<file path="src/design/dms_defs.svh">
`ifndef DMS_DEFS_SVH
`define DMS_DEFS_SVH
`define DMS_IDX_MAIN 8'h20
`define DMS_IDX_STAT 8'h21
`define DMS_IDX_SCR 8'h27
`define DMS_IDX_CTL 8'h28
`define DMS_IDX_AH 8'h29
`define DMS_IDX_AM 8'h2A
`define DMS_IDX_AL 8'h2B
`define DMS_IDX_DH 8'h2C
`define DMS_IDX_DL 8'h2D
`define DMS_IDX_MH 8'h2E
`define DMS_IDX_ML 8'h2F
`define DMS_MAIN_ARM 7
`define DMS_MAIN_BKA 6
`define DMS_CTL_SZE 7
`define DMS_CTL_SZ 6
`define DMS_CTL_TAG 5
`define DMS_CTL_BRK 4
`define DMS_CTL_RW 3
`define DMS_CTL_RWE 2
`define DMS_CTL_NDB 1
`define DMS_CTL_EN 0
`define DMS_CTL_MASK_A 8'hFF
`define DMS_CTL_MASK_B 8'h3D
`define DMS_CTL_MASK_C 8'hFD
`define DMS_VIEW_S1 2'h0
`define DMS_VIEW_S2 2'h1
`define DMS_VIEW_S3 2'h2
`define DMS_VIEW_MFR 2'h3
`define DMS_D_NO 2'h0
`define DMS_D_S1 2'h1
`define DMS_D_S2 2'h2
`define DMS_D_FIN 2'h3
`define DMS_SC3_0 4'h0
`define DMS_SC3_1 4'h1
`define DMS_SC3_2 4'h2
`define DMS_SC3_3 4'h3
`define DMS_SC3_4 4'h4
`define DMS_SC3_5 4'h5
`define DMS_SC3_6 4'h6
`define DMS_SC3_7 4'h7
`define DMS_SC3_A 4'hA
`define DMS_SC3_D 4'hD
`define DMS_SC3_E 4'hE
`define DMS_RESP_OK 2'h0
`define DMS_RESP_ERR 2'h2
`define DMS_RST_BYTE 8'h00
`endif

</file>
<file path="src/design/dms_pkg.sv">
`default_nettype none
package dms_pkg;
    typedef enum logic [2:0] {
        DMS_DIS = 3'h0,
        DMS_S1  = 3'h1,
        DMS_S2  = 3'h3,
        DMS_S3  = 3'h2,
        DMS_FIN = 3'h6
    } dms_seq_t;
    typedef struct packed {
        logic        valid;
        logic        rd;
        logic        byte_sz;
        logic [17:0] addr;
        logic [15:0] data;
    } dms_core_t;
    typedef struct packed {
        logic        valid;
        logic [17:0] addr;
    } dms_exec_t;
    typedef struct packed {
        logic            armed;
        logic            bk_allow;
        logic [1:0]      view;
        logic [3:0]      scr1;
        logic [3:0]      scr2;
        logic [3:0]      scr3;
        logic [2:0]      flags;
        logic [2:0]      tag_pend;
        dms_seq_t        seq;
        logic [2:0][7:0] ctl;
        logic [2:0][17:0] cadr;
        logic [15:0]     dcmp;
        logic [15:0]     dmask;
        logic            aw_ok;
        logic            w_ok;
        logic [7:0]      widx;
        logic [7:0]      wdat;
        logic            wen;
        logic            awready;
        logic            wready;
        logic            bvalid;
        logic [1:0]      bresp;
        logic            arready;
        logic            rvalid;
        logic [7:0]      rdat;
        logic [1:0]      rresp;
        logic            bkpt;
        logic            stop;
    } dms_regs_t;
endpackage : dms_pkg
`default_nettype wire

</file>
<file path="src/design/dms_top.sv">
// The implementer's own choice: the AXI4-Lite slave port.
`include "dms_defs.svh"
`default_nettype none
module dms_top #(
    parameter int AW = 12
) (
    input  wire logic              i_clk,
    input  wire logic              i_rst_n,
    input  wire logic              i_ce,
    input  wire dms_pkg::dms_core_t i_bus,
    input  wire dms_pkg::dms_exec_t i_exec,
    input  wire logic [AW-1:0]     i_awaddr,
    input  wire logic              i_awvalid,
    output logic                   o_awready,
    input  wire logic [31:0]       i_wdata,
    input  wire logic [3:0]        i_wstrb,
    input  wire logic              i_wvalid,
    output logic                   o_wready,
    output logic                   o_bvalid,
    output logic [1:0]             o_bresp,
    input  wire logic              i_bready,
    input  wire logic [AW-1:0]     i_araddr,
    input  wire logic              i_arvalid,
    output logic                   o_arready,
    output logic                   o_rvalid,
    output logic [31:0]            o_rdata,
    output logic [1:0]             o_rresp,
    input  wire logic              i_rready,
    output logic                   o_armed,
    output dms_pkg::dms_seq_t      o_seq,
    output logic [2:0]             o_flags,
    output logic                   o_breakpoint,
    output logic                   o_trace_stop
);
    dms_pkg::dms_regs_t r;
    dms_pkg::dms_regs_t nx;
    logic [2:0] en;
    logic [2:0] raw;
    logic [2:0] hit;
    logic [2:0] m;
    logic [2:0] immediate_break;
    logic [5:0] dest;
    logic [2:0] fin_m;
    logic       wr_go;
    logic       arm_wr;
    logic       ar_take;
    logic [7:0] aidx;
    logic [7:0] rv;

    // per channel destination in state3, packed {ch2, ch1, ch0}
    function automatic logic [5:0] dms_s3_dest(input logic [3:0] code);
        case (code)
            `DMS_SC3_0: return {`DMS_D_NO, `DMS_D_NO, `DMS_D_S1};
            `DMS_SC3_4: return {`DMS_D_NO, `DMS_D_S2, `DMS_D_NO};
            `DMS_SC3_5: return {`DMS_D_NO, `DMS_D_FIN, `DMS_D_NO};
            `DMS_SC3_7: return {`DMS_D_NO, `DMS_D_NO, `DMS_D_FIN};
            `DMS_SC3_1: return {`DMS_D_S2, `DMS_D_FIN, `DMS_D_NO};
            `DMS_SC3_2: return {`DMS_D_NO, `DMS_D_S1, `DMS_D_FIN};
            `DMS_SC3_3: return {`DMS_D_S1, `DMS_D_FIN, `DMS_D_NO};
            `DMS_SC3_6: return {`DMS_D_S2, `DMS_D_NO, `DMS_D_FIN};
            `DMS_SC3_E: return {`DMS_D_FIN, `DMS_D_NO, `DMS_D_S2};
            `DMS_SC3_A: return {`DMS_D_S1, `DMS_D_S1, `DMS_D_FIN};
            `DMS_SC3_D: return {`DMS_D_FIN, `DMS_D_FIN, `DMS_D_S1};
            default: return {`DMS_D_NO, `DMS_D_NO, `DMS_D_NO};
        endcase
    endfunction : dms_s3_dest

    // comparator match logic, same clock as the core bus so no synchroniser
    always_comb
    begin
        for (int c = 0; c < 3; c++)
        begin
            en[c]  = r.ctl[c][`DMS_CTL_EN];
            immediate_break[c] = r.ctl[c][`DMS_CTL_BRK];
            raw[c] = en[c] && i_bus.valid && (i_bus.addr == r.cadr[c]);
            if (!r.ctl[c][`DMS_CTL_TAG])
            begin
                if (r.ctl[c][`DMS_CTL_SZE] && (i_bus.byte_sz != r.ctl[c][`DMS_CTL_SZ]))
                    raw[c] = 1'b0;
                if (r.ctl[c][`DMS_CTL_RWE] && (i_bus.rd != r.ctl[c][`DMS_CTL_RW]))
                    raw[c] = 1'b0;
                if ((c == 0) && (((((i_bus.data ^ r.dcmp) & r.dmask) == 16'h0000)
                    ? 1'b0 : 1'b1) != r.ctl[c][`DMS_CTL_NDB]))
                    raw[c] = 1'b0;
            end
            hit[c] = en[c] && r.tag_pend[c] && i_exec.valid && (i_exec.addr == r.cadr[c]);
            m[c] = r.armed && (r.ctl[c][`DMS_CTL_TAG] ? hit[c] : raw[c]);
        end
    end

    always_comb
    begin
        dest = dms_s3_dest(r.scr3);
        for (int c = 0; c < 3; c++)
            fin_m[c] = m[c] && (dest[2*c +: 2] == `DMS_D_FIN);
    end

    assign wr_go   = r.aw_ok && r.w_ok && !r.bvalid;
    assign arm_wr  = wr_go && r.wen && (r.widx == `DMS_IDX_MAIN) && r.wdat[`DMS_MAIN_ARM];
    assign ar_take = r.arready && i_arvalid;
    assign aidx    = i_araddr[9:2];

    // read mux; the bank view steers both the shared state address and the window
    always_comb
    begin
        rv = `DMS_RST_BYTE;
        case (aidx)
            `DMS_IDX_MAIN: rv = {r.armed, r.bk_allow, 4'h0, r.view};
            `DMS_IDX_STAT: rv = {5'h00, r.seq};
            `DMS_IDX_SCR:
                case (r.view)
                    `DMS_VIEW_S1: rv = {4'h0, r.scr1};
                    `DMS_VIEW_S2: rv = {4'h0, r.scr2};
                    `DMS_VIEW_S3: rv = {4'h0, r.scr3};
                    default: rv = {5'h00, r.flags};
                endcase
            `DMS_IDX_CTL: rv = (r.view == `DMS_VIEW_MFR) ? 8'h00 : r.ctl[r.view];
            `DMS_IDX_AH: rv = (r.view == `DMS_VIEW_MFR) ? 8'h00 : {6'h00, r.cadr[r.view][17:16]};
            `DMS_IDX_AM: rv = (r.view == `DMS_VIEW_MFR) ? 8'h00 : r.cadr[r.view][15:8];
            `DMS_IDX_AL: rv = (r.view == `DMS_VIEW_MFR) ? 8'h00 : r.cadr[r.view][7:0];
            `DMS_IDX_DH: rv = (r.view == `DMS_VIEW_S1) ? r.dcmp[15:8] : 8'h00;
            `DMS_IDX_DL: rv = (r.view == `DMS_VIEW_S1) ? r.dcmp[7:0] : 8'h00;
            `DMS_IDX_MH: rv = (r.view == `DMS_VIEW_S1) ? r.dmask[15:8] : 8'h00;
            `DMS_IDX_ML: rv = (r.view == `DMS_VIEW_S1) ? r.dmask[7:0] : 8'h00;
            default: rv = `DMS_RST_BYTE;
        endcase
    end

    always_comb
    begin
        nx = r;
        nx.bkpt = 1'b0;
        nx.stop = 1'b0;
        // axi write address and data, taken in either order
        if (r.awready && i_awvalid)
        begin
            nx.aw_ok = 1'b1;
            nx.widx = i_awaddr[9:2];
        end
        if (r.wready && i_wvalid)
        begin
            nx.w_ok = 1'b1;
            nx.wdat = i_wdata[7:0];
            nx.wen = i_wstrb[0];
        end
        if (r.bvalid && i_bready)
            nx.bvalid = 1'b0;
        // sequencer
        if (r.armed && |(m & immediate_break))
        begin
            nx.armed = 1'b0;
            nx.seq = dms_pkg::DMS_DIS;
            nx.bkpt = r.bk_allow;
            nx.stop = 1'b1;
        end
        else
        begin
            case (r.seq)
                dms_pkg::DMS_S1: if (|m) nx.seq = dms_pkg::DMS_S2;
                dms_pkg::DMS_S2: if (|m) nx.seq = dms_pkg::DMS_S3;
                dms_pkg::DMS_S3:
                    if (|fin_m)
                        nx.seq = dms_pkg::DMS_FIN;
                    else
                    begin
                        for (int c = 2; c >= 0; c--)
                            if (m[c] && (dest[2*c +: 2] == `DMS_D_S1))
                                nx.seq = dms_pkg::DMS_S1;
                            else if (m[c] && (dest[2*c +: 2] == `DMS_D_S2))
                                nx.seq = dms_pkg::DMS_S2;
                    end
                dms_pkg::DMS_FIN: nx.seq = dms_pkg::DMS_DIS;
                default: nx.seq = dms_pkg::DMS_DIS;
            endcase
            if (nx.seq == dms_pkg::DMS_FIN && r.seq != dms_pkg::DMS_FIN)
            begin
                nx.armed = 1'b0;
                nx.bkpt = r.bk_allow;
                nx.stop = 1'b1;
            end
        end
        for (int c = 0; c < 3; c++)
        begin
            if (hit[c])
                nx.tag_pend[c] = 1'b0;
            if (r.armed && r.ctl[c][`DMS_CTL_TAG] && raw[c])
                nx.tag_pend[c] = 1'b1;
        end
        // register write commits when both halves are in
        if (wr_go)
        begin
            nx.aw_ok = 1'b0;
            nx.w_ok = 1'b0;
            nx.bvalid = 1'b1;
            nx.bresp = ((r.widx == `DMS_IDX_MAIN) || (r.widx == `DMS_IDX_STAT) ||
                       ((r.widx >= `DMS_IDX_SCR) && (r.widx <= `DMS_IDX_ML)))
                       ? `DMS_RESP_OK : `DMS_RESP_ERR;
            if (r.wen && (r.widx == `DMS_IDX_MAIN))
            begin
                nx.view = r.wdat[1:0];
                nx.bk_allow = r.wdat[`DMS_MAIN_BKA];
                nx.armed = r.wdat[`DMS_MAIN_ARM];
                if (r.wdat[`DMS_MAIN_ARM])
                begin
                    nx.flags = 3'h0;
                    nx.tag_pend = 3'h0;
                    nx.seq = dms_pkg::DMS_S1;
                end
                else
                    nx.seq = dms_pkg::DMS_DIS;
            end
            else if (r.wen && !r.armed)
            begin
                case (r.widx)
                    `DMS_IDX_SCR:
                        case (r.view)
                            `DMS_VIEW_S1: nx.scr1 = r.wdat[3:0];
                            `DMS_VIEW_S2: nx.scr2 = r.wdat[3:0];
                            `DMS_VIEW_S3: nx.scr3 = r.wdat[3:0];
                            default: nx.flags = r.flags;
                        endcase
                    `DMS_IDX_CTL:
                        case (r.view)
                            `DMS_VIEW_S1: nx.ctl[0] = r.wdat & `DMS_CTL_MASK_A;
                            `DMS_VIEW_S2: nx.ctl[1] = r.wdat & `DMS_CTL_MASK_B;
                            `DMS_VIEW_S3: nx.ctl[2] = r.wdat & `DMS_CTL_MASK_C;
                            default: nx.ctl = r.ctl;
                        endcase
                    `DMS_IDX_AH:
                        if (r.view != `DMS_VIEW_MFR)
                            nx.cadr[r.view][17:16] = r.wdat[1:0];
                    `DMS_IDX_AM:
                        if (r.view != `DMS_VIEW_MFR)
                            nx.cadr[r.view][15:8] = r.wdat;
                    `DMS_IDX_AL:
                        if (r.view != `DMS_VIEW_MFR)
                            nx.cadr[r.view][7:0] = r.wdat;
                    `DMS_IDX_DH: if (r.view == `DMS_VIEW_S1) nx.dcmp[15:8] = r.wdat;
                    `DMS_IDX_DL: if (r.view == `DMS_VIEW_S1) nx.dcmp[7:0] = r.wdat;
                    `DMS_IDX_MH: if (r.view == `DMS_VIEW_S1) nx.dmask[15:8] = r.wdat;
                    `DMS_IDX_ML: if (r.view == `DMS_VIEW_S1) nx.dmask[7:0] = r.wdat;
                    default: nx.wen = r.wen;
                endcase
            end
        end
        // set after any arm clear so a same-cycle match is never lost
        nx.flags = nx.flags | m;
        nx.awready = !nx.aw_ok && !nx.bvalid;
        nx.wready = !nx.w_ok && !nx.bvalid;
        // reads: one in flight, answer one cycle after the address
        if (r.rvalid && i_rready)
            nx.rvalid = 1'b0;
        if (ar_take)
        begin
            nx.rvalid = 1'b1;
            nx.rdat = rv;
            nx.rresp = ((aidx == `DMS_IDX_MAIN) || (aidx == `DMS_IDX_STAT) ||
                       ((aidx >= `DMS_IDX_SCR) && (aidx <= `DMS_IDX_ML)))
                       ? `DMS_RESP_OK : `DMS_RESP_ERR;
        end
        nx.arready = !nx.rvalid;
    end

    always_ff @(posedge i_clk or negedge i_rst_n)
    begin
        if (!i_rst_n)
        begin
            r <= '0;
        end
        else if (i_ce)
        begin
            r <= nx;
        end
    end

    assign o_awready    = r.awready;
    assign o_wready     = r.wready;
    assign o_bvalid     = r.bvalid;
    assign o_bresp      = r.bresp;
    assign o_arready    = r.arready;
    assign o_rvalid     = r.rvalid;
    assign o_rdata      = {24'h000000, r.rdat};
    assign o_rresp      = r.rresp;
    assign o_armed      = r.armed;
    assign o_seq        = r.seq;
    assign o_flags      = r.flags;
    assign o_breakpoint = r.bkpt;
    assign o_trace_stop = r.stop;

    scr3_lock_a: assert property (@(posedge i_clk) disable iff (!i_rst_n)
        (i_ce && r.armed) |=> $stable(r.scr3))
        else $error("state3 code changed while armed");
    fin_first_a: assert property (@(posedge i_clk) disable iff (!i_rst_n)
        (i_ce && r.seq == dms_pkg::DMS_S3 && |fin_m && !(|(m & immediate_break)) && !wr_go)
        |=> (r.seq == dms_pkg::DMS_FIN) ##1 (r.seq != dms_pkg::DMS_FIN || !i_ce))
        else $error("final transition not taken first");
    off_quiet_a: assert property (@(posedge i_clk) disable iff (!i_rst_n)
        (m & ~en) == 3'h0)
        else $error("disabled channel matched");
    flag_set_a: assert property (@(posedge i_clk) disable iff (!i_rst_n)
        (i_ce && |m) |=> ((r.flags & $past(m)) == $past(m)))
        else $error("match flag not set");
    flag_keep_a: assert property (@(posedge i_clk) disable iff (!i_rst_n)
        (i_ce && !arm_wr) |=> ((r.flags & $past(r.flags)) == $past(r.flags)))
        else $error("match flag cleared without arming");
    brk_end_a: assert property (@(posedge i_clk) disable iff (!i_rst_n)
        (i_ce && r.armed && |(m & immediate_break))
        |=> (!r.armed && r.seq == dms_pkg::DMS_DIS && r.stop))
        else $error("immediate break did not end session");
    rsv_still_a: assert property (@(posedge i_clk) disable iff (!i_rst_n)
        (i_ce && r.seq == dms_pkg::DMS_S3 && dest == 6'h00 && !(|(m & immediate_break)) && !wr_go)
        |=> r.seq == dms_pkg::DMS_S3)
        else $error("reserved code moved sequencer");
    none_view_a: assert property (@(posedge i_clk) disable iff (!i_rst_n)
        (i_ce && ar_take && r.view == `DMS_VIEW_MFR && aidx >= `DMS_IDX_CTL
        && aidx <= `DMS_IDX_ML) |=> (r.rvalid && r.rdat == 8'h00))
        else $error("window not empty at view 11");
    fin_reach_c: cover property (@(posedge i_clk) disable iff (!i_rst_n)
        r.seq == dms_pkg::DMS_FIN);
    brk_hit_c: cover property (@(posedge i_clk) disable iff (!i_rst_n)
        r.bkpt);
    tag_fire_c: cover property (@(posedge i_clk) disable iff (!i_rst_n)
        |(hit & m));
endmodule : dms_top
`default_nettype wire

</file>
<file path="config.mk">
export PLATFORM = sky130hd
export DESIGN_NAME = dms_top
export DESIGN_NICKNAME = d
export VERILOG_FILES = /design/src/design/dms_pkg.sv /design/src/design/dms_top.sv
export VERILOG_INCLUDE_DIRS = /design/src /design/src/design
export SDC_FILE = /design/constraint.sdc
export NUM_CORES = 1
export LEC_CHECK = 0
export BUFFER_PORTS_ARGS = -buffer_cell sky130_fd_sc_hd__buf_2
export CAP_MARGIN = 20
export CELL_PAD_IN_SITES_DETAIL_PLACEMENT = 0
export CELL_PAD_IN_SITES_GLOBAL_PLACEMENT = 2
export CORE_MARGIN = 2
export CORE_UTILIZATION = 30
export DETAILED_ROUTE_END_ITERATION = 8
export PLACE_DENSITY = 0.67
export SLEW_MARGIN = 40
export SYNTH_ARGS = -nofsm -noshare
export SYNTH_HDL_FRONTEND = slang
export SYNTH_SLANG_ARGS = --single-unit
</file>
<file path="constraint.sdc">
create_clock -name i_clk -period 3 [get_ports i_clk]
set_input_delay 0.15 -clock i_clk [delete_from_list [all_inputs] [get_ports i_clk]]
set_output_delay 0.15 -clock i_clk [all_outputs]
set_load 0.005 [all_outputs]
</file>
==> results of run 1 <==
## power groups by stage
stage	registers (uW)	clock network (uW)	logic, uW
after floorplan	2590	0	647
after global placement	2960	0	787
after detailed placement	2960	0	793
after CTS	2920	2260	815
after global routing	2960	2360	882
final	2920	2210	805
## critical path, delay by kind of cell (launching register included)
| family | cells | cell delay [ns] |
|---|---|---|
| buffers and inverters | 1 | 0.18 |
| XOR/XNOR | 1 | 0.14 |
| AO/OA/AOI/OAI | 5 | 1.43 |
| AND/OR/NAND/NOR | 2 | 0.52 |
| flip-flops | 1 | 0.40 |
## stage by stage
step	setup slack [ns]	utilization, %	area, um^2	total power, uW	hold slack, ns
6_report	0.203	36.0	12000	5930	0.0346
5_1_grt	0.0348	35.9	12000	6200	0.0609
4_1_cts	0.209	35.9	12000	5990	0.0266
3_5_place_dp	0.238	33.6	11200	3750	0.128
3_3_place_gp	0.249	33.6	11200	3740	0.130
2_1_floorplan	0.545	-	10200	3240	-0.146
## cell families after synthesis
group                      share of synthesized area (%)
and+or+nand+nor                                     12.3
muxes                                               21.2
DFF                                                 41.4
xor gates and xnor gates                            11.4
AOI/OAI and AO/OA                                   8.28
buffers and inverters                               5.06
adders and majority gates                          0.372
other                                             0.0372
## area by class of cell
class                      instances  area (um^2)  share of cell area, %
multi-input combinational        702         5500                   45.9
sequential                       167         4180                   34.9
timing repair buffer             178         1120                   9.36
tap                              448          561                   4.67
clock buffer                      23          488                   4.07
clock inverter                     9         93.8                  0.782
inverter                          12         45.0                  0.376
antenna                            1         2.50                 0.0209
## final timing paths
check	endpoint	slack (ns)	depth (start not counted)
min in group asynchronous	async pin	0.22	2
max	o_trace_stop	0.20	9
min	o_rvalid	0.03	4
max in group asynchronous	async pin	1.88	3
min reg2reg	o_rdata[3]	0.48	2
max reg2reg	o_trace_stop	0.20	9
## per-layer routing
metal / vias up / wire length [um] / track usage, %
met5: - / 0 / 0
met4: 0 / 466 / 4.48
met3: 24 / 1070 / 2.66
met2: 164 / 16200 / 32.6
met1: 3995 / 16200 / 27.0
li1: 3609 / - / -
## placed cells by master, fill, tap and decap left out, drive strengths merged, types with 4 or more instances in the layout
master and count:
nor2 36, nand3 23, a211oi 4, nor3b 5, nand2b 7, dfrtp 167
dlygate4sd3 19, nor3 16, and3 6, nor4 29, clkinvlp 5, xnor2 24
a21o 4, and2 4, mux4 13, a21oi 19, o21ai 37, a31o 4
nor2b 11, mux2i 28, inv 12, nand2 67, buf 159, o22ai 9
xor2 107, mux2 139, a22oi 14, nand4 15, clkbuf 23, o211ai 5
a221oi 7, conb 26
## repair_timing
item / 4_1_cts / 5_1_grt
hold endpoints to repair: 62 / 0
hold buffers: 19 / 0
resized for setup: 0 / 0
==> metrics.csv, run 1 <==
stage,metric,value,unit
status,status,"complete, no violations",
timing,Fin Setup TNS,0,ns
floorplanning,die area,0.0351,mm^2
timing,achievable frequency,0.357,GHz
clocking,postcts setup bufs,0,
setup_path,Worst EP required,3.32,ns
setup_path,Worst Setup Path Type,reg -> reg,
global_routing,first-pass GRT wire length,51.2,mm
clocking,CTS H-tree depth,4,
setup_path,worst-path cell chain,xor2_1 > a22oi_1 > nand4_1 > o211a_1 > a211o_1 > a222oi_1 > buf_4 > nor2b_1 > o21ai_0,
timing,fin. max-slew vios,0,
logic_synthesis,post-synthesis cell count,937,
global_routing,grt total ovfl,0,
power_and_ir_drop,power share of the clock group,37.2,%
power_and_ir_drop,switching power,1900,uW
drt,final wirelength,34.0,mm
global_routing,initial antenna violation count,1,
worst_hold_path,Hold Crit Start,i_rready,
power_and_ir_drop,Flop pwr share,49.2,%
logic_synthesis,post-synthesis register bit count,167,
floorplanning,row count,67,
finish,Final Non-Filler Cells,1540,
drt,DR vias/cell,5.06,
logic_synthesis,Synth top area share,41.4,%
logic_synthesis,"EDFF count, synth",0,
logic_synthesis,Netlist cell types,69,
finish,area grow syn2layout,18.8,%
timing,Fin. Hold Viols,0,
placement,GP Congestion,0.915,
clocking,worst skew pair latency,0.44,ns
setup_path,Crit Path Max Fanout,5,
power_and_ir_drop,Gate power share,13.6,%
worst_hold_path,Hold Path Class,in -> reg,
setup_path,CP Launch Point,r[66],
power_and_ir_drop,Int Power,4040,uW
setup_path,Reg2Reg Launch Point,r[66],
floorplanning,Core ar.,0.0334,mm^2
clocking,clk root buf,clkbuf_16,
logic_synthesis,asr flop ratio synth,100,%
logic_synthesis,dominant synthesized flop cell,dfrtp_1,
global_routing,largest net degree at the start of global routing,75,
logic_synthesis,Synth Area per Inst,10.8,um^2
placement,number of port buffers,112,
drt,DR pass1 iterations,4,
floorplanning,Initial Utilization,30.3,%
logic_synthesis,"count leader, synth",dfrtp_1,
power_and_ir_drop,switching part of the total power,32.0,%
clocking,clock-pin slew on the worst setup and hold paths,0.07,ns
power_and_ir_drop,Pwr Density,495,mW/mm^2
setup_path,Worst EP arrival,3.12,ns
power_and_ir_drop,Leak Pwr,0.00556,uW
floorplanning,Ports,174,
setup_path,CP Launch Type,register,
drt,drc violations,0,
setup_path,CP peak stage delay,0.42,ns
finish,nets,1205,
drt,DRT antenna net count,0,
clocking,clock sinks,167,
placement,dpl hpwl,25.6,mm
logic_synthesis,Commonest cells post-synth,"167 x dfrtp_1, 139 x mux2_2, 107 x xor2_1",
drt,starting DRC count in detailed routing,447,
power_and_ir_drop,VDD IR-drop max,0.000404,V
timing,Final setup viols,0,
floorplanning,die height,187,um
setup_path,crit end category,register,
timing,RSZ-0062 raised after global routing,false,
clocking,total CTS buffers,17,
clocking,TritonCTS clock tree,built,
flow_run,max cap viols,0,
finish,Fill cells,3471,
logic_synthesis,sequential fraction of the synthesis area,41.4,%
global_routing,Global Route Usage Sum,19.6,%
floorplanning,Die Width,187,um
finish,fraction of layout cells with a size suffix above 1,32.8,%
clocking,clock buffer depth,2,
global_routing,vias in the first global route,7870,
logic_synthesis,cell taking the most area after synthesis,dfrtp_1,
drt,via count,7792,
timing,Worst-Margin Slew,0.770,ns
timing,fin crit period,2.80,ns
timing,Layout Skew,0.0141,ns
logic_synthesis,Post-Syn Area,0.0101,mm^2
logic_synthesis,synth top area cells,"dfrtp_1 41%, mux2_2 16%, xor2_1 9.3%",
drt,routed wire length per instance,22.1,um
setup_path,slowest cell on the critical path,a222oi_1,
timing,Final period util,93.2,%
timing,Rel. slew slack,48.7,%
placement,dpl cells,1488,
logic_synthesis,Yosys warning total,0,
Power figures use the tool's default switching activity.
==> inputs of run 2 (changes only) <==
--- a/config.mk
+++ b/config.mk
@@ -14,6 +14,7 @@
 export CORE_UTILIZATION = 30
 export DETAILED_ROUTE_END_ITERATION = 8
 export PLACE_DENSITY = 0.67
+export REMOVE_ABC_BUFFERS = 1
 export SLEW_MARGIN = 40
 export SYNTH_ARGS = -nofsm -noshare
 export SYNTH_HDL_FRONTEND = slang
==> metrics.csv, run 2 (synthesis results as in run 1) <==
stage,metric,value,unit,change
finish,"commonest non-fill, non-tap cell in the layout",dfrtp_1,,unchanged
drt,DR vias/cell,5.04,,was 5.06
drt,DR pass1 iterations,4,,unchanged
setup_path,Crit Path Max Fanout,4,,was 5
finish,nets,1202,,was 1205
clocking,clk root buf,clkbuf_16,,unchanged
floorplanning,Initial Utilization,30.3,%,unchanged
clocking,CTS H-tree depth,4,,unchanged
timing,Final setup viols,0,,unchanged
flow_run,max cap viols,0,,unchanged
clocking,worst skew pair latency,0.45,ns,was 0.44 ns
clocking,postcts setup bufs,0,,unchanged
setup_path,Worst EP required,3.34,ns,was 3.32 ns
finish,# diodes,0,,was 1
finish,"commonest cells after routing, fill and taps aside","163 x dfrtp_1, 139 x mux2_2, 111 x buf_2",,"was 164 x dfrtp_1, 139 x mux2_2, 111 x buf_2"
floorplanning,Core ar.,0.0334,mm^2,unchanged
floorplanning,die area,0.0351,mm^2,unchanged
setup_path,Crit path buffers/inverters,0,,was 1
drt,routed wire length per instance,22.1,um,about the same
placement,number of port buffers,112,,unchanged
floorplanning,Die Width,187,um,unchanged
clocking,TritonCTS clock tree,built,,unchanged
clocking,clock buffer depth,2,,unchanged
placement,GP Congestion,0.922,,was 0.915
power_and_ir_drop,Tot Pwr,6070,uW,was 5930 uW
global_routing,largest net degree at the start of global routing,54,,was 75
worst_hold_path,Hold Path Class,in -> reg,,unchanged
timing,fin crit period,2.84,ns,was 2.80 ns
placement,dpl hpwl,25.7,mm,was 25.6 mm
setup_path,Crit path depth,9,,unchanged
finish,area grow syn2layout,19.0,%,was 18.8%
timing,Final period util,94.7,%,was 93.2%
drt,DRT antenna net count,0,,unchanged
timing,fin. max-slew vios,0,,unchanged
timing,Layout Skew,0.0108,ns,was 0.0141 ns
timing,Rel. slew slack,44.0,%,was 48.7%
finish,fraction of layout cells with a size suffix above 1,33.0,%,was 32.8%
power_and_ir_drop,VDD IR-drop max,0.000462,V,was 0.000404 V
global_routing,grt total ovfl,0,,unchanged
timing,achievable frequency,0.352,GHz,was 0.357 GHz
clocking,clock sinks,167,,unchanged
clocking,total CTS buffers,17,,unchanged
floorplanning,row count,67,,unchanged
floorplanning,die height,187,um,unchanged
drt,final wirelength,34.0,mm,about the same
setup_path,crit end category,register,,unchanged
setup_path,critical path's top delay family,simple AND/OR/NAND/NOR gates,,was compound AO/OA/AOI/OAI gates
clocking,clock-pin slew on the worst setup and hold paths,0.07,ns,about the same
global_routing,vias in the first global route,7910,,was 7870
setup_path,FF-to-FF path depth,9,,unchanged
timing,Fin. Hold Viols,0,,unchanged
floorplanning,Ports,174,,unchanged
timing,RSZ-0062 raised after global routing,false,,unchanged
setup_path,Worst EP arrival,3.18,ns,was 3.12 ns
finish,post-layout util,36.0,%,about the same
power_and_ir_drop,Pwr Density,506,mW/mm^2,was 495 mW/mm^2
global_routing,initial antenna violation count,0,,was 1
status,status,"complete, no violations",,unchanged
power_and_ir_drop,Leak Pwr,0.00558,uW,was 0.00556 uW
global_routing,Global Route Usage Sum,19.8,%,was 19.6%
setup_path,worst-path cell chain,xnor2_1 > nand4_1 > or4_1 > o32ai_2 > and2_1 > a222oi_1 > nor3b_2 > a32o_1 > a31o_1,,was xor2_1 > a22oi_1 > nand4_1 > o211a_1 > a211o_1 > a222oi_1 > buf_4 > nor2b_1 > o21ai_0
setup_path,CP Launch Type,register,,unchanged
drt,via count,7739,,was 7792
drt,starting DRC count in detailed routing,555,,was 447
setup_path,slowest cell on the critical path,or4_1,,was a222oi_1
worst_hold_path,hold path depth,4,,unchanged
drt,drc violations,0,,unchanged
setup_path,CP peak stage delay,0.61,ns,was 0.42 ns
global_routing,first-pass GRT wire length,51.5,mm,was 51.2 mm
setup_path,Worst Setup Path Type,reg -> reg,,unchanged
timing,Worst-Margin Slew,0.840,ns,was 0.770 ns
## run 2: changes by cell type in the layout (fill, tap and decap cells not counted), sizes merged
cell      before  now
buf          159  156
bufinv         1    2
clkbuf        23   18
clkinv         3    5
clkinvlp       5    0
diode          1    0
inv           12   19
## run 2: worst min-delay path, cell delays in order
cell	delay [ns]
buf_2	0.10
inv_1	0.05
o21ai_0	0.08
nand2_1	0.06
## run 2: area by class of cell
class / count / area [um^2]
clock inverter: 14 / 163
clock buffer: 18 / 439
sequential: 167 / 4180
multi-input combinational: 702 / 5510
inverter: 12 / 45.0
timing repair buffer: 175 / 1110
tap: 448 / 561
fill: 3453 / 21400
## run 2: path summary, 6_finish.rpt
| kind | start | endpoint | slack, ns |
|---|---|---|---|
| hold reg to reg | r[152] | r[152] | 0.47 |
| hold / removal | i_rready | o_rvalid | 0.03 |
| setup reg to reg | register | o_seq[1] | 0.16 |
| min in group asynchronous | i_rst_n | async pin | 0.25 |
| setup / recovery | register | o_seq[1] | 0.16 |
| max in group asynchronous | i_rst_n | r[169] | 1.87 |
## run 2: layer usage
layer / track usage [%] / vias to the layer above / part of all wire (%)
met5: 0 / - / 0
met1: 27.2 / 3922 / 46
met4: 5.57 / 0 / 2.0
li1: - / 3605 / -
met2: 32.7 / 173 / 48
met3: 2.80 / 39 / 3.5
## run 2: where the power goes
part           leakage, uW  internal, uW  total [uW]  switching [uW]
Clock             0.000300          1270        2310            1030
Sequential         0.00225          2420        2980             552
Combinational      0.00302           377         789             411
## run 2: timing repair
action | in CTS | in global routing
setup endpoints to repair | 0 | 4
gates resized for setup | 0 | 1
hold buffers | 19 | 0
endpoints found under the hold margin | 67 | 0
## run 2: stage by stage
stage / cell area (um^2) / worst slack [ns] / instances / hold slack (ns) / setup TNS, ns
after floorplan: 9720 / -0.121 / 881 / -0.146 / -2.00
after global placement: 11200 / 0.224 / 1485 / 0.166 / 0
after detailed placement: 11200 / 0.152 / 1485 / 0.172 / 0
after CTS: 12000 / 0.122 / 1536 / 0.0153 / 0
after global routing: 12000 / 0.00491 / 1536 / 0.0496 / 0
final: 12000 / 0.159 / 1536 / 0.0285 / 0
==> inputs of run 3 (changes only) <==
==> constraint.sdc (replaced) <==
create_clock -name i_clk -period 3.3 [get_ports i_clk]
set_input_delay 0.165 -clock i_clk [delete_from_list [all_inputs] [get_ports i_clk]]
set_output_delay 0.165 -clock i_clk [all_outputs]
set_load 0.05 [all_outputs]
==> metrics.csv, run 3 (synthesis results as in run 1) <==
stage,metric,value,unit,change
worst_hold_path,Hold Path Class,in -> reg,,unchanged
global_routing,first-pass GRT wire length,51.0,mm,was 51.5 mm
clocking,TritonCTS clock tree,built,,unchanged
drt,DR vias/cell,5.10,,was 5.04
drt,routed wire length per instance,22.3,um,was 22.1 um
floorplanning,Core ar.,0.0334,mm^2,unchanged
drt,DR pass1 iterations,4,,unchanged
global_routing,initial antenna violation count,0,,unchanged
timing,fin crit period,3.01,ns,was 2.84 ns
timing,Fin. Hold Viols,0,,unchanged
drt,starting DRC count in detailed routing,523,,was 555
placement,dpl cells,1472,,was 1485
setup_path,CP Launch Type,register,,unchanged
finish,# diodes,0,,unchanged
clocking,CTS Hold Bufs,19,,unchanged
worst_hold_path,Min-Delay Endpoint,o_rvalid,,unchanged
clocking,CTS H-tree depth,4,,unchanged
clocking,worst skew pair latency,0.44,ns,was 0.45 ns
worst_hold_path,Hold Crit Start,i_rready,,unchanged
clocking,clock-pin slew on the worst setup and hold paths,0.07,ns,about the same
drt,DRT antenna net count,0,,unchanged
finish,area grow syn2layout,17.4,%,was 19.0%
floorplanning,Ports,174,,unchanged
finish,Final Non-Filler Cells,1523,,was 1536
placement,GP Congestion,0.855,,was 0.922
global_routing,largest net degree at the start of global routing,69,,was 54
finish,FF+latch area,0.00418,mm^2,unchanged
timing,achievable frequency,0.332,GHz,was 0.352 GHz
power_and_ir_drop,Tot Pwr,5570,uW,was 6070 uW
timing,RSZ-0062 raised after global routing,false,,unchanged
placement,dpl hpwl,25.2,mm,was 25.7 mm
finish,"commonest cells after routing, fill and taps aside","163 x dfrtp_1, 139 x mux2_2, 111 x buf_2",,unchanged
drt,drc violations,0,,unchanged
finish,"commonest non-fill, non-tap cell in the layout",dfrtp_1,,unchanged
drt,final wirelength,33.9,mm,was 34.0 mm
finish,nets,1189,,was 1202
placement,number of port buffers,112,,unchanged
setup_path,Worst R2R End,o_seq[1],,unchanged
worst_hold_path,hold path depth,4,,unchanged
setup_path,Worst Setup Path Type,reg -> reg,,unchanged
setup_path,Reg2Reg Launch Point,r[61],,
setup_path,FF-to-FF path depth,9,,unchanged
timing,Final period util,91.3,%,was 94.7%
global_routing,Global Route Usage Sum,19.6,%,was 19.8%
power_and_ir_drop,VDD IR-drop max,0.000450,V,was 0.000462 V
finish,Fill cells,3465,,was 3453
global_routing,vias in the first global route,7935,,was 7910
timing,Worst-Margin Slew,0.840,ns,about the same
power_and_ir_drop,Pwr Density,470,mW/mm^2,was 506 mW/mm^2
clocking,total CTS buffers,17,,unchanged
floorplanning,Die Width,187,um,unchanged
clocking,Resized cells post-CTS,0,,unchanged
timing,Layout Skew,0.0126,ns,was 0.0108 ns
setup_path,Worst EP arrival,3.40,ns,was 3.18 ns
floorplanning,Initial Utilization,30.3,%,unchanged
timing,Final setup viols,0,,unchanged
global_routing,grt total ovfl,0,,unchanged
setup_path,Worst EP required,3.69,ns,was 3.34 ns
timing,fin. max-slew vios,0,,unchanged
clocking,clock buffer depth,2,,unchanged
floorplanning,die area,0.0351,mm^2,unchanged
finish,area of the multi-input gates,0.00551,mm^2,unchanged
flow_run,max cap viols,0,,unchanged
floorplanning,row count,67,,unchanged
floorplanning,die height,187,um,unchanged
clocking,clock sinks,167,,unchanged
power_and_ir_drop,Leak Pwr,0.00547,uW,was 0.00558 uW
setup_path,FF-to-FF setup slack,0.29,ns,was 0.16 ns
setup_path,Crit Path Max Fanout,5,,was 4
drt,via count,7766,,was 7739
status,status,"complete, no violations",,unchanged
setup_path,crit end category,register,,unchanged
clocking,clk root buf,clkbuf_16,,unchanged
clocking,postcts setup bufs,0,,unchanged
timing,Rel. slew slack,43.5,%,was 44.0%
timing,Fin Setup TNS,0,ns,unchanged
finish,fraction of layout cells with a size suffix above 1,32.0,%,was 33.0%
## run 3: worst max path at each step
| stage | from | endpoint | slack, ns | cells after the start |
|---|---|---|---|---|
| floorplan | r[170] | register | 0.18 | 4 |
| global placement | register | o_trace_stop | 0.38 | 9 |
| detailed placement | register | o_trace_stop | 0.32 | 9 |
| CTS | register | o_trace_stop | 0.29 | 9 |
| global route | r[61] | o_seq[1] | 0.12 | 9 |
| finish | r[61] | o_seq[1] | 0.29 | 9 |
## run 3: cell type report
| cell class | instances | area share (%) |
|---|---|---|
| timing repair buffer | 162 | 8.46 |
| clock inverter | 13 | 1.02 |
| multi-input combinational | 702 | 46.5 |
| sequential | 167 | 35.3 |
| clock buffer | 19 | 3.65 |
| inverter | 12 | 0.380 |
| tap | 448 | 4.73 |
## run 3: metal layers
layer | GRT usage [%] | share of wire, % | up-vias
met5 | 0 | 0 | -
met4 | 5.72 | 1.9 | 0
met3 | 2.93 | 3.8 | 33
met2 | 32.4 | 48 | 199
met1 | 26.7 | 46 | 3952
li1 | - | - | 3582
## run 3: per-stage QoR
stage | setup WS (ns) | hold slack (ns) | utilization (%) | area, um^2
global route | 0.125 | 0.0708 | 35.5 | 11900
floorplan | 0.179 | -0.131 | - | 9720
detailed placement | 0.323 | 0.231 | 33.3 | 11100
finish | 0.288 | 0.0377 | 35.5 | 11900
global placement | 0.381 | 0.221 | 33.3 | 11100
CTS | 0.295 | 0.0160 | 35.5 | 11800
## run 3: worst max-delay path, stage by stage (launching register included)
cell and delay, ns:
dfrtp_1 0.40, xor2_1 0.17, a22oi_1 0.24, nand4_1 0.26, o211a_1 0.29, a211o_1 0.36, a222oi_1 0.58, nor3b_2 0.35
a32o_1 0.21, a31o_1 0.09
## run 3: power by group
group | switching, uW | total (uW) | internal (uW)
combinational | 579 | 923 | 344
sequential | 486 | 2690 | 2200
clock | 916 | 1960 | 1050
total | 1980 | 5570 | 3590
